## config.mk

```make
export PLATFORM = sky130hd
export DESIGN_NAME = bmc_top
export DESIGN_NICKNAME = d
export VERILOG_FILES = /design/src/bmc_pkg.sv /design/src/bmc_top.sv
export VERILOG_INCLUDE_DIRS = /design/src
export SDC_FILE = /design/constraint.sdc
export NUM_CORES = 2
export LEC_CHECK = 0
export BUFFER_PORTS_ARGS = -buffer_cell sky130_fd_sc_hd__buf_4
export CORE_MARGIN = 8
export CORE_UTILIZATION = 30
export DETAILED_ROUTE_END_ITERATION = 8
export GPL_TIMING_DRIVEN = 0
export HOLD_SLACK_MARGIN = 0.06
export PLACE_DENSITY = 0.53
export SLEW_MARGIN = 20
export SYNTH_ARGS = -nofsm -noshare
export SYNTH_HDL_FRONTEND = slang
export SYNTH_SLANG_ARGS = --single-unit
```

## constraint.sdc

```tcl
create_clock -name clk -period 13.9 [get_ports clk]
set_clock_uncertainty 0.2 [all_clocks]
set_input_delay 0.695 -clock clk [delete_from_list [all_inputs] [get_ports clk]]
set_output_delay 0.695 -clock clk [all_outputs]
set_load 0.03 [all_outputs]
```

## src/bmc_defines.svh

```systemverilog
`ifndef BMC_DEFINES_SVH
`define BMC_DEFINES_SVH
// clock and time base
`define BMC_CLK_HZ 50_000_000
`define BMC_MS_CYC (`BMC_CLK_HZ / 1000)
`define BMC_DEFER_MS 30
`define BMC_FLASH_MS 250
`define BMC_HOLD_MS 1000
`define BMC_POWER_ON_SELF_TEST_MS 10
// register byte offsets
`define BMC_OFS_CTRL 8'h00
`define BMC_OFS_STAT 8'h04
`define BMC_OFS_CFG_TO 8'h08
`define BMC_OFS_ACT_TO 8'h0C
`define BMC_OFS_SLOT0 8'h40
// slot word fields
`define BMC_GATE_LSB 0
`define BMC_TYPE_LSB 2
`define BMC_PWR_LSB 5
`define BMC_IVL_LSB 10
// control bits
`define BMC_CTRL_START_WH 0
`define BMC_CTRL_CFG_FLIP 1
// reset values and connectable packet type
`define BMC_CTRL_RST 32'h0000_0000
`define BMC_CFG_TO_RST 32'h0000_EA60
`define BMC_ACT_TO_RST 32'h0000_7530
`define BMC_SLOT_RST 32'h0000_0000
`define BMC_PT_CONN 3'h5
`endif

```

## src/bmc_pkg.sv

```systemverilog
package bmc_pkg;
  // top-level modes
  typedef enum logic [3:0] {
    st_power_on_self_test = 4'b0001,
    st_warehouse = 4'b0010,
    st_config = 4'b0100,
    st_beacon = 4'b1000
  } bmc_mode_e;
  // per-slot gating
  typedef enum logic [1:0] {
    gate_off = 2'h0,
    gate_always = 2'h1,
    gate_active = 2'h2,
    gate_inactive = 2'h3
  } bmc_gate_e;
  // indicator sequencer
  typedef enum logic [3:0] {
    led_idle = 4'b0001,
    led_on = 4'b0010,
    led_gap = 4'b0100,
    led_hold = 4'b1000
  } bmc_led_e;
endpackage

```

## src/bmc_top.sv

```systemverilog
// The register offsets and the Avalon-MM register port were decided locally.
`timescale 1ns/1ns
`default_nettype none
`include "bmc_defines.svh"

// Function
// - beaconing runs up to ten slots, each with type, interval, power; default off
// - each slot gates off, always, active-only or inactive-only; default off
// - enabled slots under current gating merge into one interleaved sequence
// - beaconing starts in inactivity until an activity event arrives
// - activity event stops inactive slots, starts active slots, rebuilds sequence
// - colliding slots resolved by priority; loser deferred at least 30 ms
// - active-gated slots send only after activity, until activity timeout
// - always-gated slots send in both sub-modes
// - inactive-gated slots send only outside activity
// - connection accepted whenever a connectable advertisement is being sent
// - accelerometer interrupts masked while connected
// - config or activity timer runs during connection; expiry applied at disconnect
// - button press while connected terminates the connection
// - unexpired timer at disconnect resumes the mode where connection began
// - reset event returns to power-on self-test
// - configuration event moves beaconing or warehouse into configuration
// - flip source fires only on gravity going from minus Z to plus Z
// - configuration event flashes green twice
// - configuration timer started on entry; expiry moves to startup mode
// - configuration timeout flashes red twice
// - on/off toggles beaconing-warehouse; configuration goes to beaconing
// - on/off: green once into beaconing, red held out, red twice from config
// - startup mode after a passing self-test or config timeout is software selected; failed self-test enters configuration
// - activity entry starts activity timer; expiry returns to inactivity
// - lock disables on/off and moves to beaconing until reset
module bmc_top #(
  parameter int N_SLOT = 10,
  parameter int MS_CYC = `BMC_MS_CYC
) (
  // clock and reset
  input wire logic clk,
  input wire logic rst_b,
  // avalon-mm slave
  input wire logic [7:0] avs_address,
  input wire logic avs_read,
  input wire logic avs_write,
  input wire logic [31:0] avs_writedata,
  output logic [31:0] avs_readdata,
  output logic avs_waitrequest,
  // event pins
  input wire logic btn_press,
  input wire logic act_det,
  input wire logic grav_neg_z,
  input wire logic grav_pos_z,
  input wire logic cfg_src_evt,
  input wire logic onoff_evt,
  input wire logic lock_evt,
  input wire logic reset_evt,
  input wire logic conn_req,
  input wire logic conn_drop,
  input wire logic st_fail,
  // radio side
  output logic conn_accept,
  output logic conn_term,
  output logic accel_irq_mask,
  output logic tx_valid,
  output logic [3:0] tx_slot,
  output logic [2:0] tx_ptype,
  output logic [4:0] tx_power,
  // indicators
  output logic led_red,
  output logic led_green
);
  import bmc_pkg::*;

  // -----------------------------------------------------------
  // pin synchronisers and edges
  // -----------------------------------------------------------
  localparam int NP = 11;
  logic [NP-1:0] pin_raw;
  logic [NP-1:0] sync1;
  logic [NP-1:0] sync2;
  logic [NP-1:0] sync3;
  logic [NP-1:0] rise;
  assign pin_raw = {st_fail, conn_drop, conn_req, reset_evt, lock_evt,
    onoff_evt, cfg_src_evt, grav_pos_z, grav_neg_z, act_det, btn_press};

  // two-stage sync, third stage only for edge; one process owns each vector
  always_ff @(posedge clk)
  begin
    if (!rst_b)
    begin
      sync1 <= {NP{1'b0}};
      sync2 <= {NP{1'b0}};
      sync3 <= {NP{1'b0}};
    end
    else
    begin
      sync1 <= pin_raw;
      sync2 <= sync1;
      sync3 <= sync2;
    end
  end

  genvar gp;
  generate
    for (gp = 0; gp < NP; gp++)
    begin : g_sync
      // rising edge of each synchronised pin
      assign rise[gp] = sync2[gp] & ~sync3[gp];
    end
  endgenerate

  logic btn_e, act_e, pos_e, cfg_src_e, onoff_e, lock_e, reset_e;
  logic req_e, drop_e, neg_lvl, fail_lvl;
  assign btn_e = rise[0];
  assign act_e = rise[1];
  assign neg_lvl = sync2[2];
  assign pos_e = rise[3];
  assign cfg_src_e = rise[4];
  assign onoff_e = rise[5];
  assign lock_e = rise[6];
  assign reset_e = rise[7];
  assign req_e = rise[8];
  assign drop_e = rise[9];
  assign fail_lvl = sync2[10];

  // -----------------------------------------------------------
  // millisecond enable
  // -----------------------------------------------------------
  logic [31:0] div_cnt;
  logic ms_tick;
  always_ff @(posedge clk)
  begin
    if (!rst_b)
      div_cnt <= 32'h0000_0000;
    else if (div_cnt == 32'(MS_CYC - 1))
      div_cnt <= 32'h0000_0000;
    else
      div_cnt <= div_cnt + 32'h0000_0001;
  end
  assign ms_tick = (div_cnt == 32'(MS_CYC - 1));

  // -----------------------------------------------------------
  // registers
  // -----------------------------------------------------------
  logic [31:0] ctrl, cfg_to, act_to;
  logic [31:0] slot_cfg [N_SLOT];
  logic bus_ack;
  bmc_mode_e mode;
  logic active, conn_open, locked;
  bmc_led_e led_st;

  assign avs_waitrequest = (avs_read | avs_write) & ~bus_ack;

  // one wait cycle per access
  always_ff @(posedge clk)
  begin
    if (!rst_b)
      bus_ack <= 1'b0;
    else
      bus_ack <= (avs_read | avs_write) & ~bus_ack;
  end

  // writes land on the acknowledging edge
  always_ff @(posedge clk)
  begin
    if (!rst_b)
    begin
      ctrl <= `BMC_CTRL_RST;
      cfg_to <= `BMC_CFG_TO_RST;
      act_to <= `BMC_ACT_TO_RST;
      for (int i = 0; i < N_SLOT; i++)
        slot_cfg[i] <= `BMC_SLOT_RST;
    end
    else if (avs_write && bus_ack)
    begin
      if (avs_address == `BMC_OFS_CTRL)
        ctrl <= avs_writedata & 32'h0000_0003;
      else if (avs_address == `BMC_OFS_CFG_TO)
        cfg_to <= avs_writedata;
      else if (avs_address == `BMC_OFS_ACT_TO)
        act_to <= avs_writedata;
      else
        for (int i = 0; i < N_SLOT; i++)
          if (avs_address == 8'(`BMC_OFS_SLOT0 + 4 * i))
            slot_cfg[i] <= avs_writedata;
    end
  end

  // read data, unmapped reads zero
  always_ff @(posedge clk)
  begin
    if (!rst_b)
      avs_readdata <= 32'h0000_0000;
    else if (avs_read && !bus_ack)
    begin
      if (avs_address == `BMC_OFS_CTRL)
        avs_readdata <= ctrl;
      else if (avs_address == `BMC_OFS_STAT)
        avs_readdata <= {21'h0, led_st, locked, conn_open, active, mode};
      else if (avs_address == `BMC_OFS_CFG_TO)
        avs_readdata <= cfg_to;
      else if (avs_address == `BMC_OFS_ACT_TO)
        avs_readdata <= act_to;
      else
      begin
        avs_readdata <= 32'h0000_0000;
        for (int i = 0; i < N_SLOT; i++)
          if (avs_address == 8'(`BMC_OFS_SLOT0 + 4 * i))
            avs_readdata <= slot_cfg[i];
      end
    end
  end

  // -----------------------------------------------------------
  // scheduler
  // -----------------------------------------------------------
  function automatic logic gate_on(input logic [1:0] g, input logic act);
    gate_on = (g == gate_always) || (g == gate_active && act)
      || (g == gate_inactive && !act);
  endfunction

  function automatic logic [3:0] first_one(input logic [N_SLOT-1:0] v);
    first_one = 4'h0;
    for (int i = N_SLOT - 1; i >= 0; i--)
      if (v[i])
        first_one = 4'(i);
  endfunction

  logic [21:0] slot_cnt [N_SLOT];
  logic [N_SLOT-1:0] en, due, conn_adv;
  logic [3:0] win;
  logic rebuild, prev_active;
  bmc_mode_e prev_mode;
  logic [1:0] tx_gate;

  genvar gs;
  generate
    for (gs = 0; gs < N_SLOT; gs++)
    begin : g_slot
      logic [21:0] ivl;
      assign ivl = slot_cfg[gs][`BMC_IVL_LSB +: 22];
      assign en[gs] = (mode == st_beacon) && !conn_open && (ivl != 22'h0)
        && gate_on(slot_cfg[gs][`BMC_GATE_LSB +: 2], active);
      assign due[gs] = en[gs] && (slot_cnt[gs] == 22'h0);
      assign conn_adv[gs] = en[gs]
        && (slot_cfg[gs][`BMC_TYPE_LSB +: 3] == `BMC_PT_CONN);
      // per-slot interval countdown in ms
      always_ff @(posedge clk)
      begin
        if (!rst_b)
          slot_cnt[gs] <= 22'h0;
        else if (ms_tick)
        begin
          if (rebuild || !en[gs])
            slot_cnt[gs] <= 22'h0;
          else if (due[gs] && win == 4'(gs))
            slot_cnt[gs] <= ivl - 22'h1;
          else if (due[gs])
            slot_cnt[gs] <= 22'(`BMC_DEFER_MS);
          else
            slot_cnt[gs] <= slot_cnt[gs] - 22'h1;
        end
      end
    end
  endgenerate

  assign win = first_one(due);

  // gating change restarts the sequence; set beats clear
  always_ff @(posedge clk)
  begin
    if (!rst_b)
    begin
      rebuild <= 1'b0;
      prev_active <= 1'b0;
    end
    else
    begin
      prev_active <= active;
      if (active != prev_active || mode != prev_mode)
        rebuild <= 1'b1;
      else if (ms_tick)
        rebuild <= 1'b0;
    end
  end

  // one transmission per ms tick, winner only
  always_ff @(posedge clk)
  begin
    if (!rst_b)
    begin
      tx_valid <= 1'b0;
      tx_slot <= 4'h0;
      tx_ptype <= 3'h0;
      tx_power <= 5'h00;
      tx_gate <= 2'h0;
    end
    else
    begin
      tx_valid <= ms_tick && !rebuild && (|due);
      if (ms_tick && (|due))
      begin
        tx_slot <= win;
        tx_ptype <= slot_cfg[win][`BMC_TYPE_LSB +: 3];
        tx_power <= slot_cfg[win][`BMC_PWR_LSB +: 5];
        tx_gate <= slot_cfg[win][`BMC_GATE_LSB +: 2];
      end
    end
  end

  // -----------------------------------------------------------
  // event qualification
  // -----------------------------------------------------------
  logic saw_neg, flip_e, cfg_fire, act_go;
  assign flip_e = saw_neg && pos_e && !conn_open;
  assign cfg_fire = ctrl[`BMC_CTRL_CFG_FLIP] ? flip_e : cfg_src_e;
  assign act_go = act_e && !conn_open && (mode == st_beacon);
  assign accel_irq_mask = conn_open;

  // remember gravity along minus z
  always_ff @(posedge clk)
  begin
    if (!rst_b)
      saw_neg <= 1'b0;
    else if (neg_lvl && !conn_open)
      saw_neg <= 1'b1;
    else if (pos_e)
      saw_neg <= 1'b0;
  end

  // -----------------------------------------------------------
  // timers
  // -----------------------------------------------------------
  logic [31:0] act_ms, cfg_ms;
  logic act_pend, cfg_pend, cfg_exp;

  // activity flag and timer
  always_ff @(posedge clk)
  begin
    if (!rst_b)
    begin
      active <= 1'b0;
      act_ms <= 32'h0000_0000;
      act_pend <= 1'b0;
    end
    else if (mode != st_beacon)
    begin
      active <= 1'b0;
      act_ms <= 32'h0000_0000;
      act_pend <= 1'b0;
    end
    else if (act_go)
    begin
      active <= 1'b1;
      act_ms <= act_to;
    end
    else if (drop_e && conn_open && act_pend)
    begin
      active <= 1'b0;
      act_pend <= 1'b0;
    end
    else if (ms_tick && active && act_ms != 32'h0000_0000)
    begin
      act_ms <= act_ms - 32'h0000_0001;
      if (act_ms == 32'h0000_0001)
      begin
        // expiry on the drop edge itself is applied at once, not parked
        if (conn_open && !drop_e)
          act_pend <= 1'b1;
        else
          active <= 1'b0;
      end
    end
  end

  // configuration timer
  always_ff @(posedge clk)
  begin
    if (!rst_b)
    begin
      cfg_ms <= 32'h0000_0000;
      cfg_pend <= 1'b0;
      cfg_exp <= 1'b0;
    end
    else
    begin
      cfg_exp <= 1'b0;
      if (mode != st_config)
      begin
        cfg_ms <= 32'h0000_0000;
        cfg_pend <= 1'b0;
      end
      else if (prev_mode != st_config)
        cfg_ms <= cfg_to;
      else if (ms_tick && cfg_ms != 32'h0000_0000)
      begin
        cfg_ms <= cfg_ms - 32'h0000_0001;
        if (cfg_ms == 32'h0000_0001)
        begin
          // expiry on the drop edge itself is applied at once, not parked
          if (conn_open && !drop_e)
            cfg_pend <= 1'b1;
          else
            cfg_exp <= 1'b1;
        end
      end
    end
  end

  // -----------------------------------------------------------
  // mode machine and connection
  // -----------------------------------------------------------
  bmc_mode_e start_mode;
  logic [3:0] power_on_self_test_ms;
  logic led_go, led_grn, led_hold_req;
  logic [1:0] led_n;
  assign start_mode = ctrl[`BMC_CTRL_START_WH] ? st_warehouse : st_beacon;

  always_ff @(posedge clk)
  begin
    if (!rst_b)
    begin
      mode <= st_power_on_self_test;
      prev_mode <= st_power_on_self_test;
      locked <= 1'b0;
      conn_open <= 1'b0;
      conn_accept <= 1'b0;
      conn_term <= 1'b0;
      power_on_self_test_ms <= 4'h0;
      led_go <= 1'b0;
      led_grn <= 1'b0;
      led_n <= 2'h0;
      led_hold_req <= 1'b0;
    end
    else
    begin
      prev_mode <= mode;
      conn_accept <= 1'b0;
      conn_term <= 1'b0;
      led_go <= 1'b0;
      led_hold_req <= 1'b0;
      if (reset_e)
      begin
        mode <= st_power_on_self_test;
        locked <= 1'b0;
        conn_open <= 1'b0;
        power_on_self_test_ms <= 4'h0;
      end
      else if (conn_open)
      begin
        if (btn_e)
          conn_term <= 1'b1;
        if (drop_e)
        begin
          conn_open <= 1'b0;
          if (cfg_pend)
          begin
            mode <= start_mode;
            led_go <= 1'b1;
            led_grn <= 1'b0;
            led_n <= 2'h2;
          end
        end
      end
      else if (req_e && (mode == st_config || (|conn_adv)))
      begin
        conn_open <= 1'b1;
        conn_accept <= 1'b1;
      end
      else
      begin
        case (mode)
          st_power_on_self_test:
          begin
            if (ms_tick)
              power_on_self_test_ms <= power_on_self_test_ms + 4'h1;
            if (ms_tick && power_on_self_test_ms == 4'(`BMC_POWER_ON_SELF_TEST_MS - 1))
              mode <= fail_lvl ? st_config : start_mode;
          end
          st_warehouse, st_beacon:
          begin
            if (lock_e)
            begin
              mode <= st_beacon;
              locked <= 1'b1;
              led_go <= 1'b1;
              led_grn <= 1'b1;
              led_n <= 2'h3;
            end
            else if (cfg_fire)
            begin
              mode <= st_config;
              led_go <= 1'b1;
              led_grn <= 1'b1;
              led_n <= 2'h2;
            end
            else if (onoff_e && !locked && mode == st_beacon)
            begin
              mode <= st_warehouse;
              led_hold_req <= 1'b1;
            end
            else if (onoff_e && !locked)
            begin
              mode <= st_beacon;
              led_go <= 1'b1;
              led_grn <= 1'b1;
              led_n <= 2'h1;
            end
          end
          st_config:
          begin
            if (lock_e)
            begin
              mode <= st_beacon;
              locked <= 1'b1;
              led_go <= 1'b1;
              led_grn <= 1'b1;
              led_n <= 2'h3;
            end
            else if (onoff_e && !locked)
            begin
              mode <= st_beacon;
              led_go <= 1'b1;
              led_grn <= 1'b0;
              led_n <= 2'h2;
            end
            else if (cfg_exp)
            begin
              mode <= start_mode;
              led_go <= 1'b1;
              led_grn <= 1'b0;
              led_n <= 2'h2;
            end
          end
          default:
            mode <= st_power_on_self_test;
        endcase
      end
    end
  end

  // -----------------------------------------------------------
  // indicator sequencer
  // -----------------------------------------------------------
  logic [15:0] led_ms;
  logic [1:0] led_left;
  logic lamp_grn;
  always_ff @(posedge clk)
  begin
    if (!rst_b)
    begin
      led_st <= led_idle;
      led_ms <= 16'h0000;
      led_left <= 2'h0;
      lamp_grn <= 1'b0;
      led_red <= 1'b0;
      led_green <= 1'b0;
    end
    else
    begin
      led_red <= (led_st == led_hold) || (led_st == led_on && !lamp_grn);
      led_green <= (led_st == led_on) && lamp_grn;
      if (ms_tick && led_ms != 16'h0000)
        led_ms <= led_ms - 16'h0001;
      if (led_hold_req)
      begin
        led_st <= led_hold;
        led_ms <= 16'(`BMC_HOLD_MS);
      end
      else if (led_go)
      begin
        led_st <= led_on;
        led_ms <= 16'(`BMC_FLASH_MS);
        led_left <= led_n;
        lamp_grn <= led_grn;
      end
      else if (led_ms == 16'h0000)
      begin
        case (led_st)
          led_on:
          begin
            led_st <= (led_left == 2'h1) ? led_idle : led_gap;
            led_left <= led_left - 2'h1;
            led_ms <= 16'(`BMC_FLASH_MS);
          end
          led_gap:
          begin
            led_st <= led_on;
            led_ms <= 16'(`BMC_FLASH_MS);
          end
          default:
            led_st <= led_idle;
        endcase
      end
    end
  end
endmodule

`default_nettype wire

```

==> impl_summary.md <==
Worst setup path
The delay of the slowest critical-path stage is 1.07 ns. The cell with the largest stage delay on the worst path is nor4_1. Data on the critical path arrives at its endpoint at 7.40 ns. The worst setup path is launched from a register. The most numerous cell on the critical path is clkbuf_1.

The maximum net fanout on the critical path is 10. The cell family with the largest share of critical-path delay is compound AO/OA/AOI/OAI gates. STA classifies the critical path endpoint as a register. The worst setup path is of the reg -> reg kind. Traced cell by cell, the critical path runs through buf_2 > or4b_2 > clkbuf_1 > nor4_1 > o31ai_2 > buf_4 > a211oi_1 > o221a_2 > clkbuf_1 > o211ai_2 > mux2_2 > a2111oi_1 > nor2_1.

STA puts the critical path data required time at 14.25 ns. The number of buffers and inverters on the critical path is 4. The worst-case register-to-register setup slack is 6.85 ns.

Job
The number of maximum-capacitance constraint violations is 0.

Drt
Once detail routing completed, the nets flagged for antenna violations numbered 0. The number of optimization iterations in the first detailed-route pass is 9. The count of routing violations after the opening detailed-route iteration is 4,678. Dividing the detail-routed wire length by the instance count gives 26.32 um. The final wirelength is 177,800 um. The final route contains 38,109 vias. The number of vias per cell is 5.642. The number of remaining DRC errors is 11.

Clock tree
TritonCTS built the clock tree. The number of buffers inserted by post-CTS setup repair is 0. Clock-pin slew was measured on the worst setup and hold paths at 0.06 ns. TritonCTS created 93 clock buffers. The clock tree root buffer cell is clkbuf_16. The maximum level of the CTS H-tree is 3.

The number of buffers between clock root and the deepest sink is 3. The tree built by TritonCTS fans out to between 800 and 900 sinks. At the later pin of the worst-skew pair, clock insertion delay measures 0.75 ns.

Global routing
In the global route stage, overall resource usage came out at around 21%. The initial antenna violation count came to 14. The total overflow left after global routing is 0. The number of global-route vias before repair is ~36,000. Entering global routing, the biggest net connects 32 pins. The first global-routing pass estimated ~250,000 um of wire.

Synthesis
The number of different library cells in the post-synthesis netlist is a little under 90. Summing every instance area after synthesis gives 0.04414 mm^2. Synthesis produced a netlist with a net count of 4,575. The count of flip-flops with a built-in enable after synthesis is 540.

After synthesis, the share of flip-flops with an asynchronous set or reset is 0%. Summed over its instances, the top area cell type makes up 36.74% of the synthesized netlist area. The total number of yosys warnings is 0.

Of the synthesized area, sequential elements account for 49.98%. The synthesized design contains 832 register bits. By area the synthesized netlist is led by edfxtp_1 (37%), dfxtp_1 (13%), xnor2_1 (6.4%). In the synthesized netlist the dominant register cell turns out to be edfxtp_1. The largest area contributor in the netlist is edfxtp_1. Dividing the synthesized area by the synthesized cell count gives 9.847 um^2. The cell count after synthesis came out at about 4,500.

Power
The worst-case IR drop observed on VDD is 0.1006 mV. Dividing total power by cell area gives a power density of 109.9 mW/mm^2. The overall power of the completed layout is 5.678 mW. In this run the static leakage power is 16.70 nW.

Timing
The worst-margin pin slew is approximately 1.3 ns. The final-report setup violation count is 0. The final-report hold violation count was 0. The max-slew headroom at the worst pin is between 10% and 20%. The slack of the critical path is 6.853 ns.

The maximum clock rate is 141.9 MHz. The worst path in the final design needs a cycle of approximately 7.0 ns, including I/O delays and setup. The total count of max-transition violations in the final report is 0.

Dividing the final minimum period by the clock period gives 50.70%. Setup repair after global routing left no endpoint under its margin.

Place
The number of cells in the design after placement is 6,528. The placed cell area is roughly 0.048 mm^2. The port buffer count is 104.

The minimum setup slack after placement is 6.990 ns. The final estimated routing congestion in global placement is between 1 and 1.5. The placed wire-length estimate after detailed placement is 136,900 um.

Cells and area
The layout has 14,676 filler cells. The layout cell share with drive strength beyond 1 is between 7 and 8%. Relative to the synthesized area, the layout overhead comes to 17.10%. Leaving out fill and tap cells, the most frequent cells in the layout are edfxtp_1 (540), nor2_1 (409), nand2_1 (372). After the flow finishes, the layout carries non-filler instances totaling 6,754. The final non-filler cell area is 0.05168 mm^2. Leaving out fill and tap cells, the most frequent cell in the layout is edfxtp_1. The final-stage net count is 4,842.

Floorplanning
From bottom edge to top edge, the die measures about 400 um. The die covers 0.1596 mm^2. The initial core utilization is 30.25%. The core region is 0.1459 mm^2. Pin placement for this block handled 106 I/O pins. The floorplan has 140 rows. The horizontal die dimension is 399.6 um.

Hold path
The path class of the lowest-slack min-delay path is in -> reg.

Outcome
The flow ran to the end, but the final reports show violations. The final reports fail on DRC.
## stage by stage
stage	hold slack, ns	setup TNS (ns)	utilization, %
after floorplan	0.1718	0	-
after global placement	0.1903	-176.63	32.43
after detailed placement	0.1859	0	32.92
after CTS	0.06141	0	35.39
after global routing	0.1060	0	35.40
final	0.1093	0	35.42
## power by group
group / internal [mW] / switching [mW] / total (mW)
combinational: 0.106 / 0.192 / 0.298
sequential: 2.70 / 0.0988 / 2.80
clock: 1.44 / 1.14 / 2.58
## cell families (layout without fill, tap and decap cells)
| group | after synthesis | in the layout | share of synthesized area [%] |
|---|---|---|---|
| AOI/OAI and AO/OA | 870 | 870 | 13.20 |
| buffers and inverters | 312 | 657 | 2.685 |
| muxes | 15 | 15 | 0.3458 |
| adders and majority gates | 38 | 38 | 1.077 |
| and+or+nand+nor | 1927 | 1927 | 23.02 |
| other | 0 | 10 | 0 |
| DFF | 832 | 832 | 49.98 |
| xor gates and xnor gates | 488 | 488 | 9.684 |
## per-layer routing
layer / part of all wire (%) / up-vias / track usage (%)
li1: - / 17095 / -
met1: 42 / 18622 / 28.58
met2: 43 / 1946 / 33.00
met3: 9.4 / 442 / 4.445
met4: 5.6 / 4 / 10.74
met5: 0.019 / - / 0
## layout make-up
class,instances,area [um^2],area share (%)
plain buffers,234,898.4,1.738
repair buffers,172,1743,3.372
clock inverters,66,655.6,1.269
multi-input cells,3338,21090,40.81
clock buffers,107,2517,4.871
flip-flops and latches,832,22060,42.68
inverters,78,292.8,0.5665
well taps,1917,2399,4.641
diodes,10,25.02,0.04842
## flip-flops by register name, summed over array words and instances, names as in the netlist, 3 cells and up
| name | flops |
|---|---|
| act_to | 32 |
| cfg_to | 32 |
| cfg_ms | 32 |
| slot_cnt | 220 |
| mode | 4 |
| tx_ptype | 3 |
| slot_cfg | 320 |
| sync1 | 11 |
| div_cnt | 32 |
| tx_slot | 4 |
| power_on_self_test_ms | 4 |
| avs_readdata | 32 |
| led_ms | 16 |
| sync3 | 9 |
| tx_power | 5 |
| prev_mode | 4 |
| sync2 | 11 |
| led_st | 4 |
| act_ms | 32 |
## repair_timing
item,CTS,global route
resized for setup,0,0
hold buffers,43,0
hold endpoints to repair,69,0
## worst paths after layout
check	from	to	depth (start not counted)
worst min-delay path	avs_writedata[13]	slot_cfg[6][13]	2
worst max register to register	mode[1]	tx_ptype[1]	13
worst max-delay path	mode[1]	tx_ptype[1]	13
worst min register to register	sync3[0]	conn_term	1
## synth_stat cells, types with 20 or more instances
master    instances
nand2_1         372
nor4_1          116
dfxtp_1         292
nor2_1          409
a211oi_1         42
a21oi_1         176
o22ai_1         197
xor2_1          164
a22oi_1          67
and3_1           37
nor3_1          163
nand3_1          96
edfxtp_1        540
ha_1             38
nor2b_1          22
a21o_1           20
a221oi_1         30
or2_2            22
clkbuf_1        218
a222oi_1         42
inv_1            77
and2_1          366
nand4_1          43
nand2b_1         35
xnor2_1         324
or4_1            75
o21ai_0         139
or3_1            65
## worst reg2reg max path, cell delays in order, from the launching register on
cell	delay, ns
dfxtp_1	0.30
buf_2	0.19
or4b_2	0.64
clkbuf_1	0.42
nor4_1	1.08
o31ai_2	0.31
buf_4	0.28
a211oi_1	0.98
o221a_2	0.34
clkbuf_1	0.43
o211ai_2	0.32
mux2_2	0.39
a2111oi_1	0.90
nor2_1	0.08
No activity file was read; power rests on OpenSTA's default activity.
